===== src/iotp_regs.vh =====
`ifndef IOTP_REGS_VH
`define IOTP_REGS_VH

// Register byte offsets
`define IOTP_ADDR_TUNE      12'h000
`define IOTP_ADDR_CTRL      12'h004
`define IOTP_ADDR_CTRL2     12'h008
`define IOTP_ADDR_STAT      12'h00C
`define IOTP_ADDR_MSB       11

// Tuning register fields
`define IOTP_TUNE_SRC_BIT   7
`define IOTP_TUNE_MULT_BIT  6
`define IOTP_TUNE_TRIM_MSB  5
`define IOTP_TUNE_RESET     8'h00
`define IOTP_TUNE_MSB       7

// Control register fields
`define IOTP_FSEL_MSB       2
`define IOTP_ROUTE_BIT      0

// Frequency select codes
`define IOTP_FSEL_16M       3'h7
`define IOTP_FSEL_8M        3'h6
`define IOTP_FSEL_4M        3'h5
`define IOTP_FSEL_2M        3'h4
`define IOTP_FSEL_1M        3'h3
`define IOTP_FSEL_500K      3'h2
`define IOTP_FSEL_250K      3'h1
`define IOTP_FSEL_31K       3'h0
`define IOTP_FSEL_RESET     `IOTP_FSEL_1M

// Clock source codes
`define IOTP_SRC_LF         2'h0
`define IOTP_SRC_MF         2'h1
`define IOTP_SRC_HF         2'h2

// Divide ratios, as half-period edge count minus one
`define IOTP_DIV_1          9'h000
`define IOTP_DIV_2          9'h001
`define IOTP_DIV_4          9'h003
`define IOTP_DIV_8          9'h007
`define IOTP_DIV_16         9'h00F
`define IOTP_DIV_32         9'h01F
`define IOTP_DIV_64         9'h03F
`define IOTP_DIV_512        9'h1FF
`define IOTP_DIV_MSB        8

// Status register fields
`define IOTP_STAT_MULT_BIT  0
`define IOTP_STAT_MODE_BIT  1
`define IOTP_STAT_SRC_LSB   2
`define IOTP_STAT_SRC_MSB   3
`define IOTP_STAT_FACT_LSB  4
`define IOTP_STAT_FACT_MSB  6
`define IOTP_MULT_FACTOR    3'h4

// Bus and synchroniser constants
`define IOTP_HSIZE_WORD     3'h2
`define IOTP_SYNC_W         5

`endif


===== src/iotp_clock_ctrl.v =====
`timescale 1ns/1ps
`include "iotp_regs.vh"

module iotp_clock_ctrl (
  // Clock and reset
  input  wire        sys_clk,
  input  wire        rst_n,
  // AHB-Lite slave
  input  wire        hsel,
  input  wire [31:0] haddr,
  input  wire [1:0]  htrans,
  input  wire        hwrite,
  input  wire [2:0]  hsize,
  input  wire [31:0] hwdata,
  input  wire        hready,
  output reg         hreadyout,
  output reg         hresp,
  output reg  [31:0] hrdata,
  // Oscillator levels and straps
  input  wire        hf_osc_in,
  input  wire        mf_osc_in,
  input  wire        lf_osc_in,
  input  wire        multiplier_config_fuse,
  input  wire        internal_clock_mode,
  // Oscillator control outputs
  output reg  [5:0]  hf_trim_code,
  output reg  [5:0]  mf_trim_code,
  output reg         multiplier_enable,
  output reg         internal_clock_output,
  output reg         lf_timer_clock,
  output reg         lf_primary_clock
);

  // Input synchronisers
  wire [`IOTP_SYNC_W-1:0] sync_raw;
  reg  [`IOTP_SYNC_W-1:0] sync_a;
  reg  [`IOTP_SYNC_W-1:0] sync_b;
  reg  [2:0]              osc_prev;
  wire [2:0]              osc_edge;

  assign sync_raw = {internal_clock_mode, multiplier_config_fuse,
                     lf_osc_in, mf_osc_in, hf_osc_in};

  genvar gi;
  generate
    for (gi = 0; gi < `IOTP_SYNC_W; gi = gi + 1) begin : g_sync
      always @(posedge sys_clk or negedge rst_n) begin
        if (!rst_n) begin
          sync_a[gi] <= 1'b0;
          sync_b[gi] <= 1'b0;
        end else begin
          sync_a[gi] <= sync_raw[gi];
          sync_b[gi] <= sync_a[gi];
        end
      end
    end
  endgenerate

  wire hf_level  = sync_b[0];
  wire mf_level  = sync_b[1];
  wire lf_level  = sync_b[2];
  wire fuse_lvl  = sync_b[3];
  wire int_mode  = sync_b[4];

  // Both edges count, so each edge marks one oscillator half period
  always @(posedge sys_clk or negedge rst_n) begin
    if (!rst_n) begin
      osc_prev <= 3'h0;
    end else begin
      osc_prev <= sync_b[2:0];
    end
  end
  assign osc_edge = sync_b[2:0] ^ osc_prev;

  // Registers
  reg [`IOTP_TUNE_MSB:0] tune;
  reg [`IOTP_FSEL_MSB:0] fsel;
  reg                    route_mid;

  // Bus data phase state
  reg                    wr_pend;
  reg [`IOTP_ADDR_MSB:0] wr_addr;
  wire addr_phase = hsel & htrans[1] & hready;

  // Write applied this cycle, used for both update and read forwarding
  reg [`IOTP_TUNE_MSB:0] next_tune;
  reg [`IOTP_FSEL_MSB:0] next_fsel;
  reg                    next_route_mid;
  always @* begin
    next_tune      = tune;
    next_fsel      = fsel;
    next_route_mid = route_mid;
    if (wr_pend) begin
      case (wr_addr)
        `IOTP_ADDR_TUNE: begin
          next_tune = hwdata[`IOTP_TUNE_MSB:0];
        end
        `IOTP_ADDR_CTRL: begin
          next_fsel = hwdata[`IOTP_FSEL_MSB:0];
        end
        `IOTP_ADDR_CTRL2: begin
          next_route_mid = hwdata[`IOTP_ROUTE_BIT];
        end
        default: begin
          next_tune = tune;
        end
      endcase
    end
  end

  // Multiplier enable, fuse ignored in internal clock modes
  reg next_mult;
  always @* begin
    if (int_mode) begin
      next_mult = next_tune[`IOTP_TUNE_MULT_BIT];
    end else begin
      next_mult = next_tune[`IOTP_TUNE_MULT_BIT] | fuse_lvl;
    end
  end

  // Source and ratio selection
  reg [1:0]             sel_src;
  reg [`IOTP_DIV_MSB:0] sel_ratio;
  always @* begin
    sel_src   = `IOTP_SRC_HF;
    sel_ratio = `IOTP_DIV_1;
    case (fsel)
      `IOTP_FSEL_16M: begin
        sel_ratio = `IOTP_DIV_1;
      end
      `IOTP_FSEL_8M: begin
        sel_ratio = `IOTP_DIV_2;
      end
      `IOTP_FSEL_4M: begin
        sel_ratio = `IOTP_DIV_4;
      end
      `IOTP_FSEL_2M: begin
        sel_ratio = `IOTP_DIV_8;
      end
      `IOTP_FSEL_1M: begin
        sel_ratio = `IOTP_DIV_16;
      end
      `IOTP_FSEL_500K: begin
        sel_src   = route_mid ? `IOTP_SRC_MF : `IOTP_SRC_HF;
        sel_ratio = route_mid ? `IOTP_DIV_1 : `IOTP_DIV_32;
      end
      `IOTP_FSEL_250K: begin
        sel_src   = route_mid ? `IOTP_SRC_MF : `IOTP_SRC_HF;
        sel_ratio = route_mid ? `IOTP_DIV_2 : `IOTP_DIV_64;
      end
      `IOTP_FSEL_31K: begin
        if (!tune[`IOTP_TUNE_SRC_BIT]) begin
          sel_src   = `IOTP_SRC_LF;
          sel_ratio = `IOTP_DIV_1;
        end else begin
          sel_src   = route_mid ? `IOTP_SRC_MF : `IOTP_SRC_HF;
          sel_ratio = route_mid ? `IOTP_DIV_16 : `IOTP_DIV_512;
        end
      end
      default: begin
        sel_ratio = `IOTP_DIV_1;
      end
    endcase
  end

  reg sel_edge;
  always @* begin
    case (sel_src)
      `IOTP_SRC_LF: begin
        sel_edge = osc_edge[2];
      end
      `IOTP_SRC_MF: begin
        sel_edge = osc_edge[1];
      end
      default: begin
        sel_edge = osc_edge[0];
      end
    endcase
  end

  // Restart the divider on any change so no runt count carries over
  reg [1:0]             prev_src;
  reg [`IOTP_DIV_MSB:0] prev_ratio;
  wire div_restart = (prev_src != sel_src) | (prev_ratio != sel_ratio);
  wire div_clk;

  iotp_divider u_divider (
    .sys_clk  (sys_clk),
    .rst_n    (rst_n),
    .src_edge (sel_edge),
    .ratio    (sel_ratio),
    .restart  (div_restart),
    .clk_out  (div_clk)
  );

  // Read mux, tune and control fed from post-write values so back-to-back reads are fresh; status reads registered state
  reg [31:0] rd_value;
  always @* begin
    rd_value = 32'h0000_0000;
    case (haddr[`IOTP_ADDR_MSB:0])
      `IOTP_ADDR_TUNE: begin
        rd_value[`IOTP_TUNE_MSB:0] = next_tune;
      end
      `IOTP_ADDR_CTRL: begin
        rd_value[`IOTP_FSEL_MSB:0] = next_fsel;
      end
      `IOTP_ADDR_CTRL2: begin
        rd_value[`IOTP_ROUTE_BIT] = next_route_mid;
      end
      `IOTP_ADDR_STAT: begin
        rd_value[`IOTP_STAT_MULT_BIT] = multiplier_enable;
        rd_value[`IOTP_STAT_MODE_BIT] = int_mode;
        rd_value[`IOTP_STAT_SRC_MSB:`IOTP_STAT_SRC_LSB] = sel_src;
        rd_value[`IOTP_STAT_FACT_MSB:`IOTP_STAT_FACT_LSB] =
          `IOTP_MULT_FACTOR;
      end
      default: begin
        rd_value = 32'h0000_0000;
      end
    endcase
  end

  // Bus and register state
  always @(posedge sys_clk or negedge rst_n) begin
    if (!rst_n) begin
      hreadyout  <= 1'b1;
      hresp      <= 1'b0;
      hrdata     <= 32'h0000_0000;
      wr_pend    <= 1'b0;
      wr_addr    <= `IOTP_ADDR_TUNE;
      tune       <= `IOTP_TUNE_RESET;
      fsel       <= `IOTP_FSEL_RESET;
      route_mid  <= 1'b0;
      prev_src   <= `IOTP_SRC_HF;
      prev_ratio <= `IOTP_DIV_16;
    end else begin
      hreadyout  <= 1'b1;
      hresp      <= 1'b0;
      // Sub-word writes are dropped rather than merged
      wr_pend    <= addr_phase & hwrite & (hsize == `IOTP_HSIZE_WORD);
      if (addr_phase) begin
        wr_addr <= haddr[`IOTP_ADDR_MSB:0];
      end
      if (addr_phase & ~hwrite) begin
        hrdata <= rd_value;
      end
      tune       <= next_tune;
      fsel       <= next_fsel;
      route_mid  <= next_route_mid;
      prev_src   <= sel_src;
      prev_ratio <= sel_ratio;
    end
  end

  // Oscillator side outputs
  always @(posedge sys_clk or negedge rst_n) begin
    if (!rst_n) begin
      hf_trim_code          <= 6'h00;
      mf_trim_code          <= 6'h00;
      multiplier_enable     <= 1'b0;
      internal_clock_output <= 1'b0;
      lf_timer_clock        <= 1'b0;
      lf_primary_clock      <= 1'b0;
    end else begin
      // Trim passed straight on, oscillators settle with no busy flag
      hf_trim_code <= tune[`IOTP_TUNE_TRIM_MSB:0];
      mf_trim_code <= tune[`IOTP_TUNE_TRIM_MSB:0];
      multiplier_enable     <= next_mult;
      internal_clock_output <= div_clk;
      // Low osc path has no trim input at all
      lf_timer_clock   <= lf_level;
      lf_primary_clock <= lf_level;
    end
  end

endmodule // iotp_clock_ctrl


===== src/iotp_divider.v =====
`timescale 1ns/1ps
`include "iotp_regs.vh"

module iotp_divider (
  // Clock and reset
  input  wire                    sys_clk,
  input  wire                    rst_n,
  // Source edges and ratio
  input  wire                    src_edge,
  input  wire [`IOTP_DIV_MSB:0]  ratio,
  input  wire                    restart,
  // Divided clock
  output reg                     clk_out
);

  reg [`IOTP_DIV_MSB:0] count;

  // Each source edge is one half period; ratio zero follows the source
  always @(posedge sys_clk or negedge rst_n) begin
    if (!rst_n) begin
      count   <= `IOTP_DIV_1;
      clk_out <= 1'b0;
    end else if (restart) begin
      count <= `IOTP_DIV_1;
    end else if (src_edge) begin
      if (count == ratio) begin
        count   <= `IOTP_DIV_1;
        clk_out <= ~clk_out;
      end else begin
        count <= count + `IOTP_DIV_2;
      end
    end
  end

endmodule // iotp_divider


===== config.mk =====
export PLATFORM = sky130hd
export DESIGN_NAME = iotp_clock_ctrl
export DESIGN_NICKNAME = d
export VERILOG_FILES = /design/src/iotp_clock_ctrl.v /design/src/iotp_divider.v
export VERILOG_INCLUDE_DIRS = /design/src /design/src/src
export SDC_FILE = /design/constraint.sdc
export NUM_CORES = 1
export LEC_CHECK = 0
export BUFFER_PORTS_ARGS = -buffer_cell sky130_fd_sc_hd__buf_4
export CAP_MARGIN = 15
export CORE_UTILIZATION = 53
export CTS_BUF_LIST = sky130_fd_sc_hd__clkbuf_16
export DETAILED_ROUTE_END_ITERATION = 7
export GPL_ROUTABILITY_DRIVEN = 0
export PLACE_DENSITY_LB_ADDON = 0.2
export SYNTH_ARGS = -nofsm -noshare
export SYNTH_HDL_FRONTEND = slang
export SYNTH_HIERARCHICAL = 1
export SYNTH_SLANG_ARGS = --single-unit

===== constraint.sdc =====
create_clock -name sys_clk -period 7.3 [get_ports sys_clk]
set_input_delay 1.46 -clock sys_clk [delete_from_list [all_inputs] [get_ports sys_clk]]
set_output_delay 1.46 -clock sys_clk [all_outputs]
set_load 0.005 [all_outputs]

==> results of run 1 <==
logic make-up (layout without fill, tap and decap cells):
group	after synthesis	after routing	synth area share (%)
AO/OA/AOI/OAI	36	36	7.435
XOR/XNOR	27	27	6.723
adder cells (fa/ha/maj)	1	1	0.3557
buffers and inverters	53	84	9.463
flip-flops	73	73	52.19
multiplexers	27	27	9.214
other	2	26	0.2135
AND/OR/NAND/NOR	82	82	14.41
metrics by stage:
step / instance area, sq um / utilization (%) / instances / hold WS, ns
2_1_floorplan: 3607 / - / 325 / 0.3312
3_3_place_gp: 3847 / 60.25 / 417 / 0.3324
3_5_place_dp: 3847 / 60.25 / 417 / 0.3347
4_1_cts: 4175 / 65.38 / 433 / 0.3564
5_1_grt: 4175 / 65.38 / 433 / 0.3561
6_report: 4175 / 65.38 / 433 / 0.3520
metal layers:
metal,track usage [%],part of all wire (%),up-vias
met5,0,0,-
met4,8.320,1.5,0
met3,3.858,4.6,9
met2,30.92,47,77
met1,27.59,47,1145
li1,-,-,1104
flip-flops by register name, summed over array words and instances (netlist names), 2 cells and up:
name / count
fsel: 3
mf_trim_code: 6
prev_src: 2
hrdata: 8
osc_prev: 2
u_divider/count: 9
tune: 8
prev_ratio: 7
sync_a: 5
wr_addr: 12
critical path, stage by stage, from the launching register on:
cell and delay, ns:
sky130_fd_sc_hd__dfstp_2 0.69, sky130_fd_sc_hd__mux2_2 0.37, sky130_fd_sc_hd__a221oi_1 0.63, sky130_fd_sc_hd__xor2_1 0.13
sky130_fd_sc_hd__or4_1 0.75, sky130_fd_sc_hd__nand2b_1 0.24, sky130_fd_sc_hd__nor4_2 0.25, sky130_fd_sc_hd__xor2_1 0.16
cells in the final DEF, fill, tap and decap left out, types with 6 or more instances in the layout:
cell type	n
sky130_fd_sc_hd__xor2_1	10
sky130_fd_sc_hd__mux2_4	6
sky130_fd_sc_hd__nor2_1	11
sky130_fd_sc_hd__dfrtp_1	66
sky130_fd_sc_hd__mux2_2	19
sky130_fd_sc_hd__nor3_1	9
sky130_fd_sc_hd__nand2_1	15
sky130_fd_sc_hd__clkbuf_16	9
sky130_fd_sc_hd__buf_4	59
sky130_fd_sc_hd__conb_1	26
sky130_fd_sc_hd__dfstp_2	7
sky130_fd_sc_hd__nand3_1	6
sky130_fd_sc_hd__inv_1	9
sky130_fd_sc_hd__xnor2_1	17
worst paths after layout:
path                       startpoint                 to  slack [ns]  cells after the start
max                           fsel[0]  u_divider/clk_out        4.00                      7
max in group asynchronous       rst_n            tune[2]        5.45                      1
min                         sync_a[0]           hf_level        0.35                      0
max reg2reg                   fsel[0]  u_divider/clk_out        4.00                      7
min in group asynchronous       rst_n  u_divider/clk_out        1.23                      1
min reg2reg                 sync_a[0]           hf_level        0.35                      0
power breakdown:
part           switching, mW  internal [mW]
Sequential            0.0174          0.432
Clock                  0.171          0.302
Combinational         0.0439         0.0475
cell type report:
cell class	instances	area [sq um]
Clock buffer	9	225.2
Clock inverter	7	102.6
Fill cell	493	2211
Inverter	9	33.78
Multi-Input combinational cell	199	1439
Sequential cell	73	1836
Tap cell	77	96.34
Timing Repair Buffer	59	442.9
==> results.md, run 1 <==
### GRT
• 0 — initial antenna violation count
• 0 — total grt overflow
• 2219 — vias in the first global route
• 74 — pin count of the biggest net entering global routing
• 19.90% — global-route total usage across every layer
• 10.76 mm — wire length of the first global-routing pass

### Floorplanning
• 55.07% — effective utilization at floorplan
• 83.46 um — die outline width
• 6966 sq um — Die Outline Area
• 129 — number of placed I/O pins
• 6386 sq um — placeable core region
• 83.46 um — Die Ht
• 29 — number of cell rows

### Worst setup path
• flop — Crit. End Element
• 16 — CP max FO
• reg -> reg — critical path class
• 3.56 ns — data arrival time of the critical path
• 7.56 ns — critical path required time
• flop — kind of start point of the critical path

### Drt
• 14.64 um — routed wirelength normalized by instance count
• 4 — length of the first detailed-routing pass in iterations
• 5.393 — ratio of routed vias to standard cells
• 0 — drt drc
• 2335 — Vias
• 0 — number of nets with antenna violations after detailed routing
• 6.337 mm — Post-Route WL
• 173 — DRC violation total after the first TritonRoute iteration

### Synthesis
• sky130_fd_sc_hd__dfrtp_1 47%, sky130_fd_sc_hd__buf_4 7.0%, sky130_fd_sc_hd__mux2_2 6.1% — synth top area cells
• sky130_fd_sc_hd__dfrtp_1 — cell type with the highest aggregate area in the netlist
• sky130_fd_sc_hd__dfrtp_1 — predominant post-synthesis flop cell
• 11.68 sq um — Mean Syn Cell Area
• 56 — post-synth cell types
• 46.96% — Synth top area share
• 52.19% — sequential-to-total area share from yosys stat
• 6 — YS warnings
• sky130_fd_sc_hd__dfrtp_1 — most frequent cell after synthesis
• 100.0% — post-synthesis async set-or-reset flop share
• 73 — total of flip-flops plus latches after synthesis
• 66 x sky130_fd_sc_hd__dfrtp_1, 33 x sky130_fd_sc_hd__buf_4, 19 x sky130_fd_sc_hd__mux2_2, 17 x sky130_fd_sc_hd__xnor2_1, 15 x sky130_fd_sc_hd__nand2_1 — top post-synthesis cells by count
• 0 — count of flip-flops with a built-in enable after synthesis
• 301 — cell count after synthesis
• 3517 sq um — Cell Area, Synth

### CTS
• 9 — Inserted Clock Buffers
• 2 — CTS max path bufs
• 73 — sinks on the clock net
• 0.33 ns — Clock Latency Late Sink
• 0.06 ns — Clk pin slew, worst setup/hold paths
• sky130_fd_sc_hd__clkbuf_16 — clock tree root buffer cell
• 0 — number of hold-repair buffers added at the cts stage
• 0 — post-CTS sizing
• yes — TritonCTS clock tree
• 0 — setup fix buffers added after clock tree synthesis
• 3 — number of H-tree levels

### Layout
• 431 — Layout Nets
• 18.71% — area added between synthesis and finish
• 33.99% — share of cells above drive strength 1
• 0 — Antenna diodes

### STA
• 0.9006 ns — Worst-Margin Slew
• 0 — total of endpoints with negative setup slack in the final report
• 3.303 ns — final critical path time including I/O delays and setup
• 0.004983 ns — clock skew
• 0 ns — summed negative setup slack over all endpoints
• no — unrepaired setup endpoints after global routing
• 39.96% — headroom to the max-slew limit
• 0 — fin. max-slew vios
• 3.997 ns — PnR worst setup slack
• 302.8 MHz — peak clock frequency supported by timing
• 0 — final hold violations
• 45.24% — share of the clock period used by the worst path after layout

### Power
• 1.013 mW — Final Power
• 0.0001991 V — maximum vdd ir drop
• 242.7 nW/um^2 — power density cells
• 1.873 nW — Leakage Power

### Min path
• reg -> reg — Worst Hold Class

### Job
• 0 — count of maximum capacitance violations

### Placed design
• 4.408 mm — half-perimeter wire length after detailed placement
• 57 — Buffers on Ports
• 3.984 ns — worst slack at placement

### Status
• finished clean — result of the run

(Power assumes the default switching activity.)
==> run 2, diff against run 1 <==
ABC_AREA = 1   (was unset)
CORE_UTILIZATION = 50   (was 53)
clock period = 3.4 ns   (was 7.3 ns; I/O delays follow)
==> results.md, run 2 <==
### Layout
• 19.64% — share of cells above drive strength 1, -14 points
• 595 — final cell count without fillers, +37%
• sky130_fd_sc_hd__nand2_1 — most frequent standard cell in the layout excluding fill and tap cells
• 0 — Antenna diodes, unchanged
• 574 — Layout Nets, +33%
• wr_addr — largest reg by FF count
• 137 x sky130_fd_sc_hd__nand2_1, 66 x sky130_fd_sc_hd__dfrtp_1, 57 x sky130_fd_sc_hd__buf_4 — top library cells by usage in the layout, fill and taps aside
• 62.03% — Core Util, Final, -3.4 points
• 17.99% — area added between synthesis and finish
• wr_addr: 12 flops, u_divider/count: 9 flops — biggest regs
• 12 — max reg flops, unchanged

### CTS
• 0.06 ns — Clk pin slew, worst setup/hold paths, about the same
• 0 — number of hold-repair buffers added at the cts stage, unchanged
• 0 — post-CTS sizing, unchanged
• 0.33 ns — Clock Latency Late Sink, about the same
• 0 — setup fix buffers added after clock tree synthesis, unchanged
• 3 — number of H-tree levels, unchanged
• yes — TritonCTS clock tree
• 73 — sinks on the clock net, unchanged
• 2 — CTS max path bufs, unchanged
• 9 — Inserted Clock Buffers, unchanged
• sky130_fd_sc_hd__clkbuf_16 — clock tree root buffer cell

### Synthesis
• 31 — post-synth cell types, -45%
• 100.0% — post-synthesis async set-or-reset flop share, unchanged
• sky130_fd_sc_hd__dfrtp_1 — cell type with the highest aggregate area in the netlist
• sky130_fd_sc_hd__dfrtp_1 45%, sky130_fd_sc_hd__nand2_1 14%, sky130_fd_sc_hd__buf_4 6.8% — synth top area cells
• sky130_fd_sc_hd__nand2_1 — most frequent cell after synthesis
• 0 — count of flip-flops with a built-in enable after synthesis, unchanged
• 439 — cell count after synthesis, +46%
• 137 x sky130_fd_sc_hd__nand2_1, 66 x sky130_fd_sc_hd__dfrtp_1, 51 x sky130_fd_sc_hd__inv_1, 38 x sky130_fd_sc_hd__nand3_1, 33 x sky130_fd_sc_hd__buf_4 — top post-synthesis cells by count
• 45.49% — Synth top area share, -1.5 points
• sky130_fd_sc_hd__dfrtp_1 — predominant post-synthesis flop cell
• 8.271 sq um — Mean Syn Cell Area, -29%
• 3631 sq um — Cell Area, Synth, +3.2%
• 6 — YS warnings, unchanged
• 50.55% — sequential-to-total area share from yosys stat, -1.6 points
• 73 — total of flip-flops plus latches after synthesis, unchanged

### Floorplanning
• 87.22 um — die outline width, +4.5%
• 87.22 um — Die Ht, +4.5%
• 30 — number of cell rows, +3.4%
• 7606 sq um — Die Outline Area, +9.2%
• 52.57% — effective utilization at floorplan, -2.5 points
• 6907 sq um — placeable core region, +8.2%
• 129 — number of placed I/O pins, unchanged

### Power
• 2.333 nW — Leakage Power, +25%
• 0.0002765 V — maximum vdd ir drop, +39%
• 519.5 nW/um^2 — power density cells, +110%
• 2.226 mW — Final Power, +120%

### STA
• 391.9 MHz — peak clock frequency supported by timing, +29%
• 0.005940 ns — clock skew, +0.0009574 ns
• 75.05% — share of the clock period used by the worst path after layout, +30 points
• 0 — total of endpoints with negative setup slack in the final report, unchanged
• no — unrepaired setup endpoints after global routing
• 0.8940 ns — Worst-Margin Slew, -0.006601 ns
• 0 — fin. max-slew vios, unchanged
• 0 ns — summed negative setup slack over all endpoints, unchanged
• 0 — final hold violations, unchanged
• 2.552 ns — final critical path time including I/O delays and setup, -0.7510 ns
• 40.40% — headroom to the max-slew limit, +0.44 points

### Worst setup path
• simple AND/OR/NAND/NOR gates — CP top delay family
• flop — kind of start point of the critical path
• fsel[1] — start point of the critical path
• sky130_fd_sc_hd__nand2_1 — most frequent cell on the critical path
• nor2_1 > nand3_1 > nand3_2 > inv_1 > nand2_1 > nand2_1 > nand2_1 > nor2_1 > nand3_1 > nor2_1 > nand3_1 > nand2_1 > nand2_1 — chain of cells forming the critical path
• flop — Crit. End Element
• 0.62 ns — Worst path max stage delay, -0.13 ns
• 2.77 ns — data arrival time of the critical path, -0.79 ns
• 0.85 ns — register-to-register setup slack, -3.15 ns
• fsel[1] — startpoint of the most critical register-to-register path
• 11 — CP max FO, -5
• 1 — sum of buffers and inverters on the critical path, +1
• 13 — depth of the worst register-to-register path, +6
• sky130_fd_sc_hd__nor2_1 — CP max stage cell
• 3.62 ns — critical path required time, -3.94 ns
• reg -> reg — critical path class
• 13 — total number of cells along the worst setup path, +6

### GRT
• 0 — total grt overflow, unchanged
• 0 — initial antenna violation count, unchanged
• 2631 — vias in the first global route, +19%
• 74 — pin count of the biggest net entering global routing, unchanged
• 11.36 mm — wire length of the first global-routing pass, +5.6%
• 19.67% — global-route total usage across every layer, -0.23 points

### Drt
• 0 — number of nets with antenna violations after detailed routing, unchanged
• 4.686 — ratio of routed vias to standard cells, -13%
• 111 — DRC violation total after the first TritonRoute iteration, -36%
• 0 — drt drc, unchanged
• 4 — length of the first detailed-routing pass in iterations, unchanged
• 6.581 mm — Post-Route WL, +3.9%
• 11.06 um — routed wirelength normalized by instance count, -24%
• 2788 — Vias, +19%

### Min path
• 0 — number of instances on the worst hold path, unchanged
• reg -> reg — Worst Hold Class
• sync_a[0] — origin of the worst min-delay path

### Placed design
• 579 — Cells after DPL, +39%
• 4.730 mm — half-perimeter wire length after detailed placement, +7.3%
• 57 — Buffers on Ports, unchanged

### Status
• finished clean — result of the run

### Job
• 0 — count of maximum capacitance violations, unchanged

[run 2: changes by cell type after synthesis, moves of 7 or more]
| cell | change |
|---|---|
| sky130_fd_sc_hd__inv_1 | +42 |
| sky130_fd_sc_hd__mux2_2 | -19 |
| sky130_fd_sc_hd__nand2_1 | +122 |
| sky130_fd_sc_hd__nand3_1 | +32 |
| sky130_fd_sc_hd__nor2_1 | +19 |
| sky130_fd_sc_hd__o21ai_1 | +7 |
| sky130_fd_sc_hd__xnor2_1 | -7 |
[run 2: power by group]
part	total (mW)	internal, mW	switching (mW)
Clock	0.919	0.567	0.352
Combinational	0.302	0.122	0.180
Sequential	1.00	0.942	0.0629
Total	2.23	1.63	0.595
[run 2: worst register-to-register path: cells and delay by family, from the launching register on]
kind | cells | cell delay (ns)
AND/OR/NAND/NOR | 12 | 1.76
buffers and inverters | 1 | 0.12
flip-flops | 1 | 0.56
[run 2: cells by family (layout without fill, tap and decap cells)]
group	Yosys count	in the layout	share of synthesized area, %
mux	1	1	0.2757
buf+inv	92	128	13.44
simple gates	231	231	28.01
fa+ha+maj	1	1	0.3445
compound gates	24	24	3.549
flops	73	73	50.55
xor+xnor	15	15	3.618
other cells	2	26	0.2068
[run 2: cell type report]
| class | count | area, sq um |
|---|---|---|
| clock buffers | 9 | 225.2 |
| clock inverters | 7 | 71.32 |
| fillers | 610 | 2623 |
| inverters | 55 | 206.4 |
| multi-input cells | 298 | 1398 |
| flip-flops and latches | 73 | 1836 |
| well taps | 96 | 120.1 |
| repair buffers | 57 | 427.9 |
[run 2: final timing paths]
path	end
setup / recovery	u_divider/clk_out
hold / removal	hf_level
setup reg to reg	u_divider/clk_out
hold reg to reg	hf_level
max in group asynchronous	u_divider/count[7]
min in group asynchronous	tune[4]
[run 2: per-layer routing]
layer	GRT usage, %	part of all wire [%]	up-vias
met2	31.85	47	87
li1	-	-	1410
met1	25.03	46	1276
met3	3.507	4.3	15
met4	11.03	2.7	0
met5	0	0	-
[run 2: stage by stage]
stage,hold slack [ns],instance area [sq um],setup slack (ns)
after floorplan,0.3312,3721,1.555
after global placement,0.3317,3988,0.9261
after detailed placement,0.3347,3988,0.9102
after CTS,0.3481,4284,0.8356
after global routing,0.3593,4284,0.5677
final,0.3471,4284,0.8483
==> run 3, diff against run 2 <==
ABC_AREA = 0   (was 1)
CORE_UTILIZATION = 45   (was 50)
clock period = 2.3 ns   (was 3.4 ns; I/O delays follow)
==> results.md, run 3 (synthesized netlist as in run 1, its figures left out) <==
### Layout
• 50.24% — share of cells above drive strength 1, +31 points
• wr_addr: 12 flops, u_divider/count: 9 flops — biggest regs
• 0 — Antenna diodes, unchanged
• 39.06% — area added between synthesis and finish
• 66.02% — Core Util, Final, +4.0 points
• wr_addr — largest reg by FF count
• 485 — Layout Nets, -16%
• sky130_fd_sc_hd__buf_4 — most frequent standard cell in the layout excluding fill and tap cells
• 509 — final cell count without fillers, -14%
• 4891 sq um — post-route cell area, +14%
• 102 x sky130_fd_sc_hd__buf_4, 66 x sky130_fd_sc_hd__dfrtp_1, 26 x sky130_fd_sc_hd__conb_1 — top library cells by usage in the layout, fill and taps aside
• 12 — max reg flops, unchanged

### GRT
• 2526 — vias in the first global route, -4.0%
• 0 — initial antenna violation count, unchanged
• 46 — pin count of the biggest net entering global routing, -38%
• 0 — total grt overflow, unchanged
• 12.70 mm — wire length of the first global-routing pass, +12%
• 19.86% — global-route total usage across every layer, +0.19 points

### Drt
• 14.98 um — routed wirelength normalized by instance count, +35%
• 0 — number of nets with antenna violations after detailed routing, unchanged
• 4 — length of the first detailed-routing pass in iterations, unchanged
• 7.623 mm — Post-Route WL, +16%
• 96 — DRC violation total after the first TritonRoute iteration, -14%
• 2544 — Vias, -8.8%
• 4.998 — ratio of routed vias to standard cells, +6.7%
• 0 — drt drc, unchanged

### Worst setup path
• 7 — CP max FO, -4
• reg -> reg — critical path class
• 9 — total number of cells along the worst setup path, -4
• 0.62 ns — Worst path max stage delay, about the same
• simple AND/OR/NAND/NOR gates — CP top delay family
• 2.79 ns — data arrival time of the critical path, +0.02 ns
• 9 — depth of the worst register-to-register path, -4
• flop — Crit. End Element
• sky130_fd_sc_hd__dfstp_2 — CP max stage cell
• 2 — sum of buffers and inverters on the critical path, +1
• buf_4 > buf_6 > nor3_4 > or2_2 > a21oi_2 > o211ai_1 > or4_4 > or3_1 > o22ai_1 — chain of cells forming the critical path
• flop — kind of start point of the critical path
• 2.54 ns — critical path required time, -1.08 ns

### Power
• 2.246 nW — Leakage Power, -3.7%
• 673.9 nW/um^2 — power density cells, +30%
• 0.0006771 V — maximum vdd ir drop, +140%

### STA
• yes — unrepaired setup endpoints after global routing
• 0.007201 ns — clock skew, +0.001261 ns
• 0 — final hold violations, unchanged
• 2.556 ns — final critical path time including I/O delays and setup, +0.003879 ns
• -0.2556 ns — PnR worst setup slack, -1.104 ns
• 0.05408 ns — worst hold-check slack, -0.2931 ns
• 391.3 MHz — peak clock frequency supported by timing, -0.15%
• 0 — fin. max-slew vios, unchanged
• 111.1% — share of the clock period used by the worst path after layout, +36 points
• 11 — total of endpoints with negative setup slack in the final report, +11

### Floorplanning
• 31 — number of cell rows, +3.3%
• 8173 sq um — Die Outline Area, +7.4%
• 129 — number of placed I/O pins, unchanged
• 90.41 um — Die Ht, +3.7%
• 90.41 um — die outline width, +3.7%
• 7408 sq um — placeable core region, +7.3%
• 47.48% — effective utilization at floorplan, -5.1 points

### Placed design
• 5.094 mm — half-perimeter wire length after detailed placement, +7.7%
• -0.2145 ns — worst slack at placement, -1.125 ns
• 4247 sq um — post-detailed-placement cell area, +6.5%
• 57 — Buffers on Ports, unchanged
• 475 — Cells after DPL, -18%

### CTS
• yes — TritonCTS clock tree
• 3 — number of H-tree levels, unchanged
• 9 — Inserted Clock Buffers, unchanged
• 0.32 ns — Clock Latency Late Sink, about the same
• sky130_fd_sc_hd__clkbuf_16 — clock tree root buffer cell
• 0 — number of hold-repair buffers added at the cts stage, unchanged
• 73 — sinks on the clock net, unchanged
• 0.06 ns — Clk pin slew, worst setup/hold paths, about the same
• 2 — CTS max path bufs, unchanged

### Status
• complete, but fails checks — result of the run
• negative setup slack — violated checks

### Min path
• in -> async — Worst Hold Class

### Job
• 0 — count of maximum capacitance violations, unchanged

[run 3: cell types whose count changed in the layout (fill, tap and decap cells not counted), sizes merged, moves of 25 or more]
| cell | previous run | this run |
|---|---|---|
| buf | 57 | 113 |
| inv | 52 | 11 |
| mux2 | 0 | 25 |
| nand2 | 142 | 15 |
| nand3 | 42 | 6 |
| nor2 | 37 | 11 |
[run 3: power breakdown]
group          leakage (nW)  internal, mW  total (mW)  switching (mW)
sequential            0.888          1.37        1.43          0.0550
combinational          1.20         0.217       0.398           0.180
clock                 0.161         0.950        1.47           0.523
[run 3: what timing repair did]
action,in CTS,in global routing
resized for setup,20,19
buffers inserted,11,7
pin swaps,17,19
endpoints found under the setup margin,11,14
[run 3: worst paths after layout]
kind                                      end  slack, ns  startpoint
min                           mf_trim_code[3]       0.05       rst_n
max in group asynchronous         prev_src[1]       1.63       rst_n
min in group sys_clk                sync_a[2]       0.24   lf_osc_in
max reg2reg                u_divider/count[0]      -0.26     fsel[1]
min reg2reg                          mf_level       0.35   sync_a[1]
max                        u_divider/count[0]      -0.26     fsel[1]
[run 3: area by class of cell]
cell class / instances / area [sq um]
Fill cell: 565 / 2517
Sequential cell: 73 / 1836
Multi-Input combinational cell: 199 / 1679
Timing Repair Buffer: 113 / 898.4
Clock buffer: 9 / 225.2
Tap cell: 99 / 123.9
Clock inverter: 7 / 95.09
Inverter: 9 / 33.78
[run 3: per-stage QoR]
step | power (mW) | TNS (ns)
2_1_floorplan | 1.644 | -0.3492
3_3_place_gp | 1.786 | -2.107
3_5_place_dp | 1.798 | -1.922
4_1_cts | 3.313 | -0.8575
5_1_grt | 3.436 | -2.566
6_report | 3.296 | -1.274
[run 3: routing by layer]
| layer | share of wire, % | global-route usage [%] |
|---|---|---|
| met5 | 0 | 0 |
| met2 | 49 | 30.98 |
| met4 | 0.97 | 8.065 |
| met3 | 4.5 | 3.451 |
| met1 | 46 | 27.52 |
